<file path="config.mk">
export PLATFORM = sky130hd
export DESIGN_NAME = pce_top
export DESIGN_NICKNAME = d
export VERILOG_FILES = /design/src/common/pce_pkg.sv /design/src/rtl/pce_top.sv
export SDC_FILE = /design/constraint.sdc
export NUM_CORES = 1
export LEC_CHECK = 0
export ABC_AREA = 1
export BUFFER_PORTS_ARGS = -buffer_cell sky130_fd_sc_hd__buf_4
export CORE_MARGIN = 5
export CORE_UTILIZATION = 45
export CTS_CLUSTER_SIZE = 28
export DETAILED_ROUTE_END_ITERATION = 7
export PLACE_DENSITY = 0.67
export RECOVER_POWER = 50
export SETUP_SLACK_MARGIN = 0.3
export SLEW_MARGIN = 5
export SYNTH_ARGS = -nofsm -noshare
export SYNTH_HDL_FRONTEND = slang
export SYNTH_SLANG_ARGS = --single-unit
export TNS_END_PERCENT = 30
</file>
<file path="constraint.sdc">
create_clock -name clk_in -period 4.6 [get_ports clk_in]
set_clock_uncertainty 0.1 [all_clocks]
set_input_delay 0 -clock clk_in [delete_from_list [all_inputs] [get_ports clk_in]]
set_output_delay 0 -clock clk_in [all_outputs]
set_load 0.005 [all_outputs]
</file>
<file path="src/common/pce_pkg.sv">
`default_nettype none
package pce_pkg;
   // ----------------------------------------------------------------
   // Timing
   // ----------------------------------------------------------------
   localparam int CLK_HZ   = 40_000_000;
   localparam int DEB_MS   = 10;
   localparam int ACT_MS   = 20;
   localparam int DEB_CYC  = DEB_MS * (CLK_HZ / 1000);
   localparam int ACT_CYC  = ACT_MS * (CLK_HZ / 1000);
   // ----------------------------------------------------------------
   // Register map
   // ----------------------------------------------------------------
   localparam logic [7:0] OFF_CTRL    = 8'h00;
   localparam logic [7:0] OFF_STATUS  = 8'h04;
   localparam logic [7:0] OFF_IRQ_STS = 8'h08;
   localparam logic [7:0] OFF_IRQ_MSK = 8'h0c;
   localparam logic [7:0] OFF_RATE    = 8'h10;
   // ----------------------------------------------------------------
   // Fields
   // ----------------------------------------------------------------
   localparam int NCH         = 2;
   localparam int CTRL_EN_B   = 0;
   localparam int CTRL_DIS_B  = 1;
   localparam int CTRL_STRIDE = 2;
   localparam int ST_EN_B     = 0;
   localparam int ST_LOCK_B   = 2;
   localparam int ST_SEL_B    = 4;
   localparam int IRQ_WARN_B  = 0;
   localparam int IRQ_FLT_B   = 2;
   localparam int IRQ_W       = 4;
   localparam int RATE_W      = 16;
   localparam logic [15:0] RATE_RST = 16'h0000;
   localparam logic [3:0]  MSK_RST  = 4'h0;
endpackage
`default_nettype wire

</file>
<file path="src/rtl/pce_top.sv">
// Functional notes
// - Green enabled lamp lit exactly while the channel is enabled.
// - Red disabled lamp lit while the channel is not enabled.
// - Switch in middle position: software enable and disable requests are honoured.
// - Switch pushed up: the channel enable state inverts.
// - Switch in lockout: channel forced off, software enables ignored.
// - Software enable on a locked channel raises a lockout warning.
// - Green active lamp lit while the channel pump runs.
// - Red idle lamp lit while the channel pump is stopped.
// - Yellow load lamp lit while a load is needed or loading.
// - Red fault lamp lit on linear or rotary sensor fault.
// - Red lamp shows serial receive activity, green lamp transmit activity.
// - Two lamps show incoming and outgoing handshake activity.
// - Rates in steps per second.
// - Controller port: trigger in; ready, fault and load required out.
// - The two channels dispense in alternation for continuous flow.
// - System fault output high while no channel is faulted.
// - System ready output only when every channel is ready.
`timescale 1ns/10ps
`default_nettype none
module pce_top #(
   parameter int DEB_CYC = pce_pkg::DEB_CYC,
   parameter int ACT_CYC = pce_pkg::ACT_CYC
) (
   // Clock and reset
   input  wire logic        clk_in,
   input  wire logic        srst_in,
   input  wire logic        ce_in,
   // Register port
   input  wire logic [7:0]  addr_in,
   input  wire logic [31:0] wdata_in,
   input  wire logic        wr_in,
   input  wire logic        rd_in,
   output logic      [31:0] rdata_out,
   output logic             irq_out,
   // Channel switches and status
   input  wire logic [1:0]  sw_up_in,
   input  wire logic [1:0]  sw_lock_in,
   input  wire logic [1:0]  pump_run_in,
   input  wire logic [1:0]  load_need_in,
   input  wire logic [1:0]  loading_in,
   input  wire logic [1:0]  lin_flt_in,
   input  wire logic [1:0]  rot_flt_in,
   input  wire logic [1:0]  ch_ready_in,
   input  wire logic [1:0]  stroke_done_in,
   // Channel drive
   output logic      [1:0]  run_out,
   output logic      [15:0] rate_out,
   // Channel lamps
   output logic      [1:0]  en_led_out,
   output logic      [1:0]  dis_led_out,
   output logic      [1:0]  act_led_out,
   output logic      [1:0]  idle_led_out,
   output logic      [1:0]  load_led_out,
   output logic      [1:0]  flt_led_out,
   // Serial lines and lamps
   input  wire logic        ser_rx_in,
   input  wire logic        ser_tx_in,
   input  wire logic        hs_rx_in,
   input  wire logic        hs_tx_in,
   output logic             rx_led_out,
   output logic             tx_led_out,
   output logic             hs_rx_led_out,
   output logic             hs_tx_led_out,
   // Controller port
   input  wire logic        plc_trig_in,
   output logic             plc_ready_out,
   output logic             plc_fault_ok_out,
   output logic             plc_load_req_out
);
   // ----------------------------------------------------------------
   // State
   // ----------------------------------------------------------------
   localparam int DCW = $clog2(DEB_CYC + 1);
   localparam int ACW = $clog2(ACT_CYC + 1);

   typedef struct packed {
      logic [1:0]                en;
      logic [1:0]                sw_st;
      logic [1:0][DCW-1:0]       deb_cnt;
      logic [3:0]                line_q;
      logic [3:0][ACW-1:0]       act_cnt;
      logic                      sel;
      logic [pce_pkg::IRQ_W-1:0] sts;
      logic [pce_pkg::IRQ_W-1:0] msk;
      logic [15:0]               rate;
      logic [31:0]               rdata;
      logic                      irq;
      logic [1:0]                run;
      logic [1:0]                en_led;
      logic [1:0]                dis_led;
      logic [1:0]                act_led;
      logic [1:0]                idle_led;
      logic [1:0]                load_led;
      logic [1:0]                flt_led;
      logic [3:0]                ser_led;
      logic                      ready;
      logic                      fault_ok;
      logic                      load_req;
   } pce_st_t;

   pce_st_t s_r;
   pce_st_t s_nxt;

   // ----------------------------------------------------------------
   // Next state
   // ----------------------------------------------------------------
   always_comb begin
      logic [1:0] tog;
      logic [1:0] warn;
      logic [1:0] mid;
      logic [1:0] flt;
      logic [1:0] usable;
      logic [1:0] en_req;
      logic [1:0] dis_req;
      logic [3:0] lines;
      logic       ctrl_wr;
      tog     = 2'h0;
      warn    = 2'h0;
      mid     = 2'h0;
      flt     = lin_flt_in | rot_flt_in;
      usable  = 2'h0;
      en_req  = 2'h0;
      dis_req = 2'h0;
      lines   = {hs_tx_in, hs_rx_in, ser_tx_in, ser_rx_in};
      ctrl_wr = wr_in && (addr_in == pce_pkg::OFF_CTRL);
      s_nxt   = s_r;
      s_nxt.rdata = 32'h0;

      for (int i = 0; i < pce_pkg::NCH; i++) begin
         // Debounce: raw level must hold for the full count
         if (sw_up_in[i] != s_r.sw_st[i]) begin
            if (s_r.deb_cnt[i] == DCW'(DEB_CYC - 1)) begin
               s_nxt.sw_st[i]   = sw_up_in[i];
               s_nxt.deb_cnt[i] = '0;
            end else begin
               s_nxt.deb_cnt[i] = s_r.deb_cnt[i] + 1'b1;
            end
         end else begin
            s_nxt.deb_cnt[i] = '0;
         end
         tog[i]     = s_nxt.sw_st[i] & ~s_r.sw_st[i];
         mid[i]     = ~sw_up_in[i] & ~s_r.sw_st[i] & ~sw_lock_in[i];
         en_req[i]  = ctrl_wr & wdata_in[i * pce_pkg::CTRL_STRIDE + pce_pkg::CTRL_EN_B];
         dis_req[i] = ctrl_wr & wdata_in[i * pce_pkg::CTRL_STRIDE + pce_pkg::CTRL_DIS_B];
         if (sw_lock_in[i]) begin
            s_nxt.en[i] = 1'b0;
            warn[i]     = en_req[i];
         end else if (tog[i]) begin
            s_nxt.en[i] = ~s_r.en[i];
         end else if (mid[i] && en_req[i]) begin
            s_nxt.en[i] = 1'b1;
         end else if (mid[i] && dis_req[i]) begin
            s_nxt.en[i] = 1'b0;
         end
         usable[i] = s_nxt.en[i] & ch_ready_in[i] & ~flt[i];
      end

      // Serial activity stretchers
      for (int j = 0; j < 4; j++) begin
         s_nxt.line_q[j] = lines[j];
         if (lines[j] != s_r.line_q[j]) begin
            s_nxt.act_cnt[j] = ACW'(ACT_CYC - 1);
         end else if (s_r.act_cnt[j] != '0) begin
            s_nxt.act_cnt[j] = s_r.act_cnt[j] - 1'b1;
         end
         s_nxt.ser_led[j] = (s_nxt.act_cnt[j] != '0);
      end

      // Alternation: hand over at end of stroke or when current one drops out
      if ((stroke_done_in[s_r.sel] || !usable[s_r.sel]) && usable[~s_r.sel]) begin
         s_nxt.sel = ~s_r.sel;
      end
      for (int i = 0; i < pce_pkg::NCH; i++) begin
         s_nxt.run[i] = plc_trig_in & usable[i] & (s_nxt.sel == 1'(i));
      end

      // Interrupt status, set wins over clear
      if (wr_in && addr_in == pce_pkg::OFF_IRQ_STS) begin
         s_nxt.sts = s_r.sts & ~wdata_in[pce_pkg::IRQ_W-1:0];
      end
      s_nxt.sts[pce_pkg::IRQ_WARN_B +: 2] = s_nxt.sts[pce_pkg::IRQ_WARN_B +: 2] | warn;
      s_nxt.sts[pce_pkg::IRQ_FLT_B +: 2]  = s_nxt.sts[pce_pkg::IRQ_FLT_B +: 2] | flt;
      if (wr_in && addr_in == pce_pkg::OFF_IRQ_MSK) begin
         s_nxt.msk = wdata_in[pce_pkg::IRQ_W-1:0];
      end
      s_nxt.irq = |(s_nxt.sts & s_nxt.msk);

      // Rate in steps per second
      if (wr_in && addr_in == pce_pkg::OFF_RATE) begin
         s_nxt.rate = wdata_in[pce_pkg::RATE_W-1:0];
      end

      // Read data
      if (rd_in) begin
         case (addr_in)
            pce_pkg::OFF_STATUS: begin
               s_nxt.rdata[pce_pkg::ST_EN_B +: 2]   = s_r.en;
               s_nxt.rdata[pce_pkg::ST_LOCK_B +: 2] = sw_lock_in;
               s_nxt.rdata[pce_pkg::ST_SEL_B]       = s_r.sel;
            end
            pce_pkg::OFF_IRQ_STS: begin
               s_nxt.rdata[pce_pkg::IRQ_W-1:0] = s_r.sts;
            end
            pce_pkg::OFF_IRQ_MSK: begin
               s_nxt.rdata[pce_pkg::IRQ_W-1:0] = s_r.msk;
            end
            pce_pkg::OFF_RATE: begin
               s_nxt.rdata[pce_pkg::RATE_W-1:0] = s_r.rate;
            end
            default: begin
               s_nxt.rdata = 32'h0;
            end
         endcase
      end

      // Lamps and controller port
      s_nxt.en_led   = s_nxt.en;
      s_nxt.dis_led  = ~s_nxt.en;
      s_nxt.act_led  = pump_run_in;
      s_nxt.idle_led = ~pump_run_in;
      s_nxt.load_led = load_need_in | loading_in;
      s_nxt.flt_led  = flt;
      s_nxt.ready    = &ch_ready_in;
      s_nxt.fault_ok = ~|flt;
      s_nxt.load_req = |(s_nxt.en & load_need_in & ~loading_in);
   end

   // ----------------------------------------------------------------
   // Register
   // ----------------------------------------------------------------
   always_ff @(posedge clk_in) begin
      if (srst_in) begin
         s_r      <= '0;
         s_r.rate <= pce_pkg::RATE_RST;
         s_r.msk  <= pce_pkg::MSK_RST;
         s_r.dis_led <= '1;
      end else if (ce_in) begin
         s_r <= s_nxt;
      end
   end

   assign rdata_out        = s_r.rdata;
   assign irq_out          = s_r.irq;
   assign run_out          = s_r.run;
   assign rate_out         = s_r.rate;
   assign en_led_out       = s_r.en_led;
   assign dis_led_out      = s_r.dis_led;
   assign act_led_out      = s_r.act_led;
   assign idle_led_out     = s_r.idle_led;
   assign load_led_out     = s_r.load_led;
   assign flt_led_out      = s_r.flt_led;
   assign rx_led_out       = s_r.ser_led[0];
   assign tx_led_out       = s_r.ser_led[1];
   assign hs_rx_led_out    = s_r.ser_led[2];
   assign hs_tx_led_out    = s_r.ser_led[3];
   assign plc_ready_out    = s_r.ready;
   assign plc_fault_ok_out = s_r.fault_ok;
   assign plc_load_req_out = s_r.load_req;
endmodule // pce_top
`default_nettype wire

</file>
==> results.toml, run 1 <==
[sta]
setup_viol_count_final = 0
totalNegativeSetupSlack_ns = 0
max_slew.worst_pin.slew_ns = 1.87
finalHoldViolCount = 0
remaining_max_slew_budget_at_the_tightest_pin = -0.244
post-route-worst-setup-slack_ns = 1.12
fmaxAchievable_mhz = 287
fin_crit_ns = 3.48
drv_slew = 143
grt_setup_unrepaired = "false"
timing.final.crit_share = 0.757
post_route_hold_slack_ns = 0.0692

[critical_path]
critPathRequiredTime_ns = 4.88
cp_max_fo = 59
reg2reg_setup_slack_ns = 1.92
regToRegEndpoint = "plc_load_req_out$_SDFFE_PP0P_"
timing.critical_path.from_type = "input port"
rr_startpoint = "s_r[182]$_SDFFE_PP0P_"
critPathCaptureType = "flip-flop"
rr_worst_depth = 11
crit_arrival_ns = 3.76
crit_type = "in -> reg"

[worst_hold_path]
min-delay-path-class = "in -> reg"
timing.hold.worst_endpoint = "s_r[78]$_SDFFE_PP0P_"
worstHoldPathCells = 7
timing.hold.worst.start = "stroke_done_in[0]"

[global_routing]
gr-total-overflow = 0
first_global_vias = 9990
grt_max_degree = 97
grt_pass1_wl_um = 48000
groute.usage.overall = 0.200
grt_antenna_before_repair = 0

[yosys]
synthesis.area_per_instance_um2 = 6.73
synthCells = 1654
postSynth.topFlopCell = "dfxtp_1"
summed_instance_area_of_the_synthesized_netlist_um2 = 11100
post_synth_num_cell_types = 58
synth_seq_cells = 187
yosysWarnings = 0
synth-edff-count = 0
synth-async-reset-ratio = 0
synth-seq-area-share = 0.336

[cts]
clock_path_buffers = 2
cts-buffers-inserted = 17
htree_levels = 4
clkSinkCount = 187
clk_root_buffer_cell = "clkbuf_16"
post_cts_resized = 0
postCtsHoldBufs = 48
insertion_delay_ns = 0.44
clock_tree_from_tritoncts = "done"
postCtsSetupBuffers = 0
clkTransAtPathRegs_ns = 0.07

[layout]
antenna-diode-count = 0
final-instance-count-excl-fill = 2060
area_growth_syn_to_layout_pct = 13.9
final_design_area_no_fill_um2 = 12700
nets = 1803
layout-drive-gt1-share = 0.111

[floorplan]
row_count = 57
die_w_um = 167
die_area_um2 = 28000
design.core.area_um2 = 24300
initial_core_util = 0.458
top_level_ports = 138
die_height_um = 167

[drt]
met3WireLength_um = 1220
met2_wire_len_um = 13200
via_per_inst = 5.13
drt_iter0_drc = 703
ant_nets = 0
vias = 10576
drcViolationCount = 0
detail_route.wirelength_um = 28400
route.top_layer_used = "met4"
length_of_routed_wiring_on_met1_um = 13700
drt-pass1-iter-count = 5
avgRoutedWirePerCell_um = 13.8

[flow_run]
cap_viol_max_count = 2

[power_and_ir_drop]
seq_power_share = 0.446
p_sw_frac = 0.322
clock_power_share = 0.362
power.leakage_nw = 5.52
share_comb_of_total_power = 0.192
net-switching-power_mw = 1.29
power.density_nw_per_um2 = 315
intPower_mw = 2.71
irDropWorstVdd_v = 0.000168

[placement]
postPlaceCellArea_um2 = 11700
buffer_ports.inserted = 105
place.gp.congestion = 0.888
place_ws_ns = 2.13
dp_hpwl_um = 19700
placed_cells = 1980

[outcome]
failed_checks = "capacitance limit, slew limit"
status = "finished, violations left"
## power by group through the flow
stage	Combinational [mW]	Sequential, mW	Clock (mW)
after detailed placement	0.730	1.82	0
after CTS	0.765	1.78	1.49
final	0.765	1.78	1.45
after global routing	0.873	1.79	1.56
after global placement	0.719	1.81	0
after floorplan	0.570	1.79	0
## metrics by stage
step | total power, mW | util
floorplan | 2.36 | -
global placement | 2.53 | 0.481
finish | 3.99 | 0.522
CTS | 4.03 | 0.525
detailed placement | 2.55 | 0.481
global route | 4.23 | 0.522
## critical path: stages
cell	delay (ns)
dlygate4sd3_1	0.53
buf_4	0.33
inv_1	1.26
buf_4	0.65
o21ai_0	0.21
a21oi_1	0.14
dlygate4sd3_1	0.55
## state kept, by name (all words and copies together), names as in the netlist
signal	count
act_led_out	2
plc_load_req_out	1
rx_led_out	1
hs_rx_led_out	1
rdata_out	16
flt_led_out	2
rate_out	16
en_led_out	2
s_r	133
dis_led_out	2
tx_led_out	1
irq_out	1
plc_fault_ok_out	1
hs_tx_led_out	1
idle_led_out	2
plc_ready_out	1
load_led_out	2
run_out	2
## cell families (layout without fill, tap and decap cells)
kind of cell	after synthesis	in the layout	share of synthesized area
compound gates	312	312	0.156
xor+xnor	62	62	0.0495
fa+ha+maj	12	12	0.0135
buf+inv	329	396	0.135
flops	187	187	0.336
other cells	1	16	0.000337
simple gates	751	751	0.310
## final cells by class
class / count / area, um2
fillers: 2407 / 11600
multi-input cells: 1153 / 5940
flip-flops and latches: 187 / 3740
repair buffers: 160 / 1250
inverters: 204 / 766
clock buffers: 17 / 425
well taps: 324 / 405
clock inverters: 15 / 159
## worst max-delay path by stage
stage                               endpoint            startpoint  cells past startpoint
2_1_floorplan        rx_led_out$_SDFFE_PP0P_  s_r[79]$_SDFFE_PP0P_                     12
3_3_place_gp    idle_led_out[1]$_SDFFE_PP0P_                 ce_in                      6
3_5_place_dp    idle_led_out[1]$_SDFFE_PP0P_                 ce_in                      6
4_1_cts        plc_load_req_out$_SDFFE_PP0P_               srst_in                      7
5_1_grt        plc_load_req_out$_SDFFE_PP0P_               srst_in                      7
6_report       plc_load_req_out$_SDFFE_PP0P_               srst_in                      7
## synth_stat cells (24+ instances only)
cell      instances  share of area
nand4_1          36          0.020
xor2_1           40          0.031
o21ai_0         123          0.055
clkbuf_1         46          0.016
nor2_1          200          0.067
buf_4            63          0.042
a21oi_1         124          0.056
o211ai_1         29          0.020
inv_1           195          0.066
nand2_1         280          0.094
dfxtp_1         187           0.34
nor3_1           35          0.016
nand3_1         124          0.056
nor2_2           24          0.013
## per-layer routing
layer,vias to the layer above,GRT usage
met4,0,0.0413
met5,-,0
met2,229,0.329
met1,4840,0.277
met3,21,0.0339
li1,5486,-
## placed cells by master (no fill, tap or decap), types with 40 or more instances in the layout
cell type / instances
nand2_1: 280
nor2_1: 201
inv_1: 194
dfxtp_1: 187
nand3_1: 124
o21ai_0: 124
a21oi_1: 124
buf_4: 57
dlygate4sd3_1: 48
xor2_1: 40
No activity file was read; power rests on OpenSTA's default activity.
==> run 2: changes to the inputs <==
PLACE_DENSITY = 0.7   (was 0.67)
clock period = 3 ns   (was 4.6 ns; I/O delays follow)
==> run 2 against run 1 <==
Effect of this change:
- the run now ends clean
- combinational power is 56% higher
- critical path depth stayed put
- utilization is 0.73 points higher
- power is 57% higher
- global-route usage is 0.20 points lower
- worst hold slack worse by 0.021 ns
- clock-buffer cell count is 1 higher
- critical path type unchanged
- critical endpoint is now s_r[201]$_SDFFE_PP0P_
- largest cell class unchanged
- largest power group unchanged
- highest routed layer unchanged
==> results.toml, run 2 (synthesis gave the netlist of run 1 again) <==
[critical_path]
critPathBufInv = 5
cell_class_contributing_the_biggest_share_of_worst_path_delay = "buffers and inverters"
cpPeakStageDelay_ns = 0.80
critPathMostFrequentCell = "dlygate4sd3_1"
critPathCaptureType = "flip-flop"
crit_type = "in -> reg"
critPathRequiredTime_ns = 3.28
crit_arrival_ns = 2.86
timing.critical_path.from_type = "input port"
crit_slowest_cell = "clkbuf_4"
cp_max_fo = 106
worstPathCellList = "dlygate4sd3_1 -> buf_4 -> inv_1 -> clkbuf_4 -> o21ai_0 -> a21oi_1 -> dlygate4sd3_1"

[layout]
antenna-diode-count = 0
top_register = "s_r"
area_growth_syn_to_layout_pct = 15.5
layout.cells.most_common = "nand2_1"
final_util = 0.529
final_design_area_no_fill_um2 = 12900
flip_flop_count_of_the_largest_register_all_copies_and_words_added = 133
nets = 1817
mostFrequentLayoutCells = "nand2_1 (280), nor2_1 (202), inv_1 (194)"
final-instance-count-excl-fill = 2074
layout-drive-gt1-share = 0.113

[cts]
clock_tree_from_tritoncts = "done"
clkSinkCount = 187
clkTransAtPathRegs_ns = 0.08
insertion_delay_ns = 0.44
clock_path_buffers = 2
clk_root_buffer_cell = "clkbuf_16"
htree_levels = 4
cts-buffers-inserted = 17

[drt]
drt-pass1-iter-count = 5
avgRoutedWirePerCell_um = 13.9
via_per_inst = 5.18
drcViolationCount = 0
detail_route.wirelength_um = 28700
ant_nets = 0
vias = 10753
drt_iter0_drc = 755

[placement]
place.gp.congestion = 0.901
dp_hpwl_um = 19500
placed_cells = 1983
place_ws_ns = 0.694
postPlaceCellArea_um2 = 11700
buffer_ports.inserted = 105

[floorplan]
die_height_um = 167
die_area_um2 = 28000
die_w_um = 167
row_count = 57
initial_core_util = 0.458
design.core.area_um2 = 24300
top_level_ports = 138

[sta]
totalNegativeSetupSlack_ns = 0
drv_slew = 0
timing.final.crit_share = 0.859
fin_crit_ns = 2.58
remaining_max_slew_budget_at_the_tightest_pin = 0.235
grt_setup_unrepaired = "false"
max_slew.worst_pin.slew_ns = 1.15
finalHoldViolCount = 0
fmaxAchievable_mhz = 388
post-route-worst-setup-slack_ns = 0.422
setup_viol_count_final = 0

[global_routing]
groute.usage.overall = 0.198
grt_max_degree = 107
first_global_vias = 10117
gr-total-overflow = 0
grt_antenna_before_repair = 0
grt_pass1_wl_um = 47600

[outcome]
status = "complete, no violations"

[flow_run]
cap_viol_max_count = 0

[worst_hold_path]
min-delay-path-class = "in -> reg"

[power_and_ir_drop]
irDropWorstVdd_v = 0.000331
power.leakage_nw = 5.61
power.density_nw_per_um2 = 489
## run 2: changes by cell type in the layout (fill, tap and decap cells not counted), sizes merged
cell | before | now
dlygate4sd3 | 48 | 56
clkbuf | 72 | 76
clkinv | 11 | 7
buf | 57 | 60
inv | 207 | 210
bufinv | 0 | 1
clkinvlp | 1 | 0
## run 2: final timing paths
path / from / endpoint / slack, ns / cells after the start
hold reg to reg: rdata_out[5]$_SDFFE_PP0P_ / rdata_out[5]$_SDFFE_PP0P_ / 0.37 / 2
setup / recovery: srst_in / s_r[201]$_SDFFE_PP0P_ / 0.42 / 7
setup reg to reg: s_r[182]$_SDFFE_PP0P_ / run_out[1]$_SDFFE_PP0P_ / 0.48 / 14
hold / removal: stroke_done_in[0] / run_out[0]$_SDFFE_PP0P_ / 0.05 / 8
## run 2: final cells by class
| class | instances | area [um2] |
|---|---|---|
| clock inverter | 14 | 171 |
| clock buffer | 18 | 439 |
| inverter | 204 | 766 |
| tap | 324 | 405 |
| sequential | 187 | 3750 |
| fill | 2426 | 11500 |
| timing repair buffer | 174 | 1390 |
| multi-input combinational | 1153 | 5950 |
## run 2: worst register-to-register path: stages, from the launching register on
cell           delay (ns)
dfxtp_4              0.37
ha_1                 0.17
nand2_1              0.09
nor2_1               0.20
nand3_2              0.13
nor2_4               0.18
nand3_2              0.07
nand2_1              0.11
nand3_4              0.08
nor2_1               0.09
nand2_1              0.06
nand2_1              0.07
nand3_1              0.06
dlygate4sd3_1        0.55
a21oi_1              0.11
## run 2: where the power goes
part,leakage [nW],switching [mW],internal (mW)
logic,3.77,0.742,0.447
registers,1.54,0.127,2.60
clock network,0.301,1.14,1.22
## run 2: routing by layer
layer / vias up / GRT usage / wire length, um
li1: 5497 / - / -
met5: - / 0 / 0
met1: 4950 / 0.254 / 13000
met2: 275 / 0.338 / 13800
met4: 0 / 0.0490 / 390
met3: 31 / 0.0434 / 1520
## run 2: stage by stage
stage | power (mW) | hold WS (ns)
after global placement | 3.89 | 0.126
after floorplan | 3.63 | 0.0246
after CTS | 6.32 | 0.0484
after global routing | 6.60 | 0.153
after detailed placement | 3.91 | 0.136
final | 6.29 | 0.0486
## run 2: what timing repair did
action	CTS	global route
endpoints found under the hold margin	75	0
hold buffers	56	0
buffers inserted	0	3
endpoints found under the setup margin	0	1
resized for setup	0	3
==> run 3: changes to the inputs <==
ABC_AREA = not set   (was 1)
PLACE_DENSITY = 0.68   (was 0.7)
SKIP_CTS_REPAIR_TIMING = 1   (was not set)
clock period = 2.81 ns   (was 3 ns; I/O delays follow)
==> run 3 against run 2 <==
Effect of this change:
- clock-buffer cell count stayed put
- non-clock buffer count is 55 higher
- die area is 6.1% lower
- critical path depth is 1 higher
==> results.toml, run 3 <==
[outcome]
status = "complete, no violations"

[drt]
via_per_inst = 5.68
ant_nets = 0
detail_route.wirelength_um = 29200
drt-pass1-iter-count = 7
avgRoutedWirePerCell_um = 16.4
drcViolationCount = 0
drt_iter0_drc = 763
vias = 10115

[cts]
clock_path_buffers = 2
htree_levels = 4
insertion_delay_ns = 0.43
cts-buffers-inserted = 17
clk_root_buffer_cell = "clkbuf_16"
clkSinkCount = 187
clkTransAtPathRegs_ns = 0.08
clock_tree_from_tritoncts = "done"

[yosys]
yosysWarnings = 0
synth_most_common_cell = "nor2_1"
synth_top_cell_by_area = "dfxtp_1"
synth_seq_cells = 187
synth.top_cell.area_share = 0.359
yosys-top-cells-area = "dfxtp_1 (36%), nor2_1 (7.6%), nand2_1 (5.0%)"
synth-edff-count = 0
synth_top_cells_by_count = "nor2_1 (212), dfxtp_1 (187), nand2_1 (139)"
summed_instance_area_of_the_synthesized_netlist_um2 = 10400
postSynth.topFlopCell = "dfxtp_1"
synth-seq-area-share = 0.359
synth-async-reset-ratio = 0
post_synth_num_cell_types = 75
synthesis.area_per_instance_um2 = 7.70
synthCells = 1353

[global_routing]
gr-usage-met1 = 0.296
grt_pass1_wl_um = 47100
grt_max_degree = 144
first_global_vias = 9368
groute.usage.overall = 0.214
grt_antenna_before_repair = 1
global_route_track_usage_on_met3 = 0.0540
gr-total-overflow = 0
met2_usage = 0.332
top_usage_layer = "met2"

[layout]
layout.cells.most_common = "nor2_1"
nets = 1562
layout-drive-gt1-share = 0.176
final-seq-area_um2 = 3750
area_growth_syn_to_layout_pct = 21.8
fillCellCount = 2099
multiInputGateArea_um2 = 6190
mostFrequentLayoutCells = "nor2_1 (211), dfxtp_1 (183), nand2_1 (137)"
flip_flop_count_of_the_largest_register_all_copies_and_words_added = 133
top_register = "s_r"

[sta]
max_slew.worst_pin.slew_ns = 0.979
setup_viol_count_final = 0
grt_setup_unrepaired = "true"
finalHoldViolCount = 0
fmaxAchievable_mhz = 374
timing.final.crit_share = 0.952
fin_crit_ns = 2.68
totalNegativeSetupSlack_ns = 0
drv_slew = 0
post-route-worst-setup-slack_ns = 0.134
remaining_max_slew_budget_at_the_tightest_pin = 0.343
post_route_hold_slack_ns = 0.0121

[floorplan]
row_count = 55
top_level_ports = 138
die_height_um = 162
design.core.area_um2 = 22700
die_w_um = 162
die_area_um2 = 26300
initial_core_util = 0.459

[power_and_ir_drop]
irDropWorstVdd_v = 0.000309
power.leakage_nw = 4.77
power.density_nw_per_um2 = 525

[critical_path]
crit_arrival_ns = 2.94
reg2reg_setup_slack_ns = 0.13
rr_startpoint = "s_r[192]$_SDFFE_PP0P_"
critPathCaptureType = "flip-flop"
regToRegEndpoint = "run_out[0]$_SDFFE_PP0P_"
critPathRequiredTime_ns = 3.08
rr_worst_depth = 8
crit_type = "reg -> reg"
timing.critical_path.from_type = "flip-flop"
cp_max_fo = 5

[placement]
dp_hpwl_um = 20200
place_ws_ns = 0.0458
place.gp.congestion = 0.948
buffer_ports.inserted = 105

[worst_hold_path]
worstHoldPathCells = 5
timing.hold.worst.start = "wr_in"
min-delay-path-class = "in -> reg"
timing.hold.worst_endpoint = "rate_out[12]$_SDFFE_PP0P_"

[flow_run]
cap_viol_max_count = 0
-- run 3: report_power, final --
part           switching (mW)  leakage, nW  internal (mW)
Clock                    1.15        0.266           1.17
Combinational           0.823         2.97          0.626
Sequential              0.133         1.53           2.76
-- run 3: worst max path at each step --
stage | startpoint | endpoint | slack, ns | cells past startpoint
global route | s_r[192]$_SDFFE_PP0P_ | s_r[78]$_SDFFE_PP0P_ | 0.04 | 8
finish | s_r[192]$_SDFFE_PP0P_ | run_out[0]$_SDFFE_PP0P_ | 0.13 | 8
CTS | s_r[121]$_SDFFE_PP0P_ | hs_rx_led_out$_SDFFE_PP0P_ | 0.05 | 7
global placement | s_r[121]$_SDFFE_PP0P_ | hs_rx_led_out$_SDFFE_PP0P_ | 0.06 | 7
detailed placement | s_r[121]$_SDFFE_PP0P_ | hs_rx_led_out$_SDFFE_PP0P_ | 0.05 | 7
floorplan | s_r[146]$_SDFFE_PP0P_ | hs_tx_led_out$_SDFFE_PP0P_ | 0.27 | 8
-- run 3: cells by family (layout without fill, tap and decap cells) --
logic type	Yosys count	count (layout)	synth area share
AOI/OAI and AO/OA	306	306	0.192
and+or+nand+nor	609	609	0.282
muxes	19	19	0.0189
DFF	187	187	0.359
adders and majority gates	12	12	0.0144
xor gates and xnor gates	64	64	0.0538
buffers and inverters	155	282	0.0786
other	1	17	0.000360
-- run 3: metal layers --
layer / vias to the layer above / routed length [um]
met4: 0 / 395
met5: - / 0
met1: 4727 / 13500
li1: 5035 / -
met3: 29 / 2090
met2: 324 / 13300
-- run 3: per-stage QoR --
step / utilization / cell area (um2) / total power [mW] / std cells
after floorplan: - / 10500 / 3.78 / 1368
after global placement: 0.503 / 11400 / 4.21 / 1696
after detailed placement: 0.503 / 11400 / 4.23 / 1696
after CTS: 0.528 / 12000 / 6.54 / 1728
after global routing: 0.559 / 12700 / 6.98 / 1781
final: 0.559 / 12700 / 6.66 / 1781
-- run 3: final cells by class --
type	instances	area share
Tap cell	285	0.0281
Antenna cell	1	0.000197
Clock buffer	18	0.0338
Multi-Input combinational cell	1026	0.488
Timing Repair Buffer	229	0.138
Clock inverter	14	0.00986
Sequential cell	187	0.296
Inverter	21	0.00621
-- run 3: critical path: stages (launching register included) --
cell     delay [ns]
dfxtp_1        0.33
or4b_4         0.54
nor4_1         0.48
buf_4          0.20
a41oi_1        0.10
o21a_2         0.18
and4_4         0.21
nor4_4         0.28
a31o_1         0.18
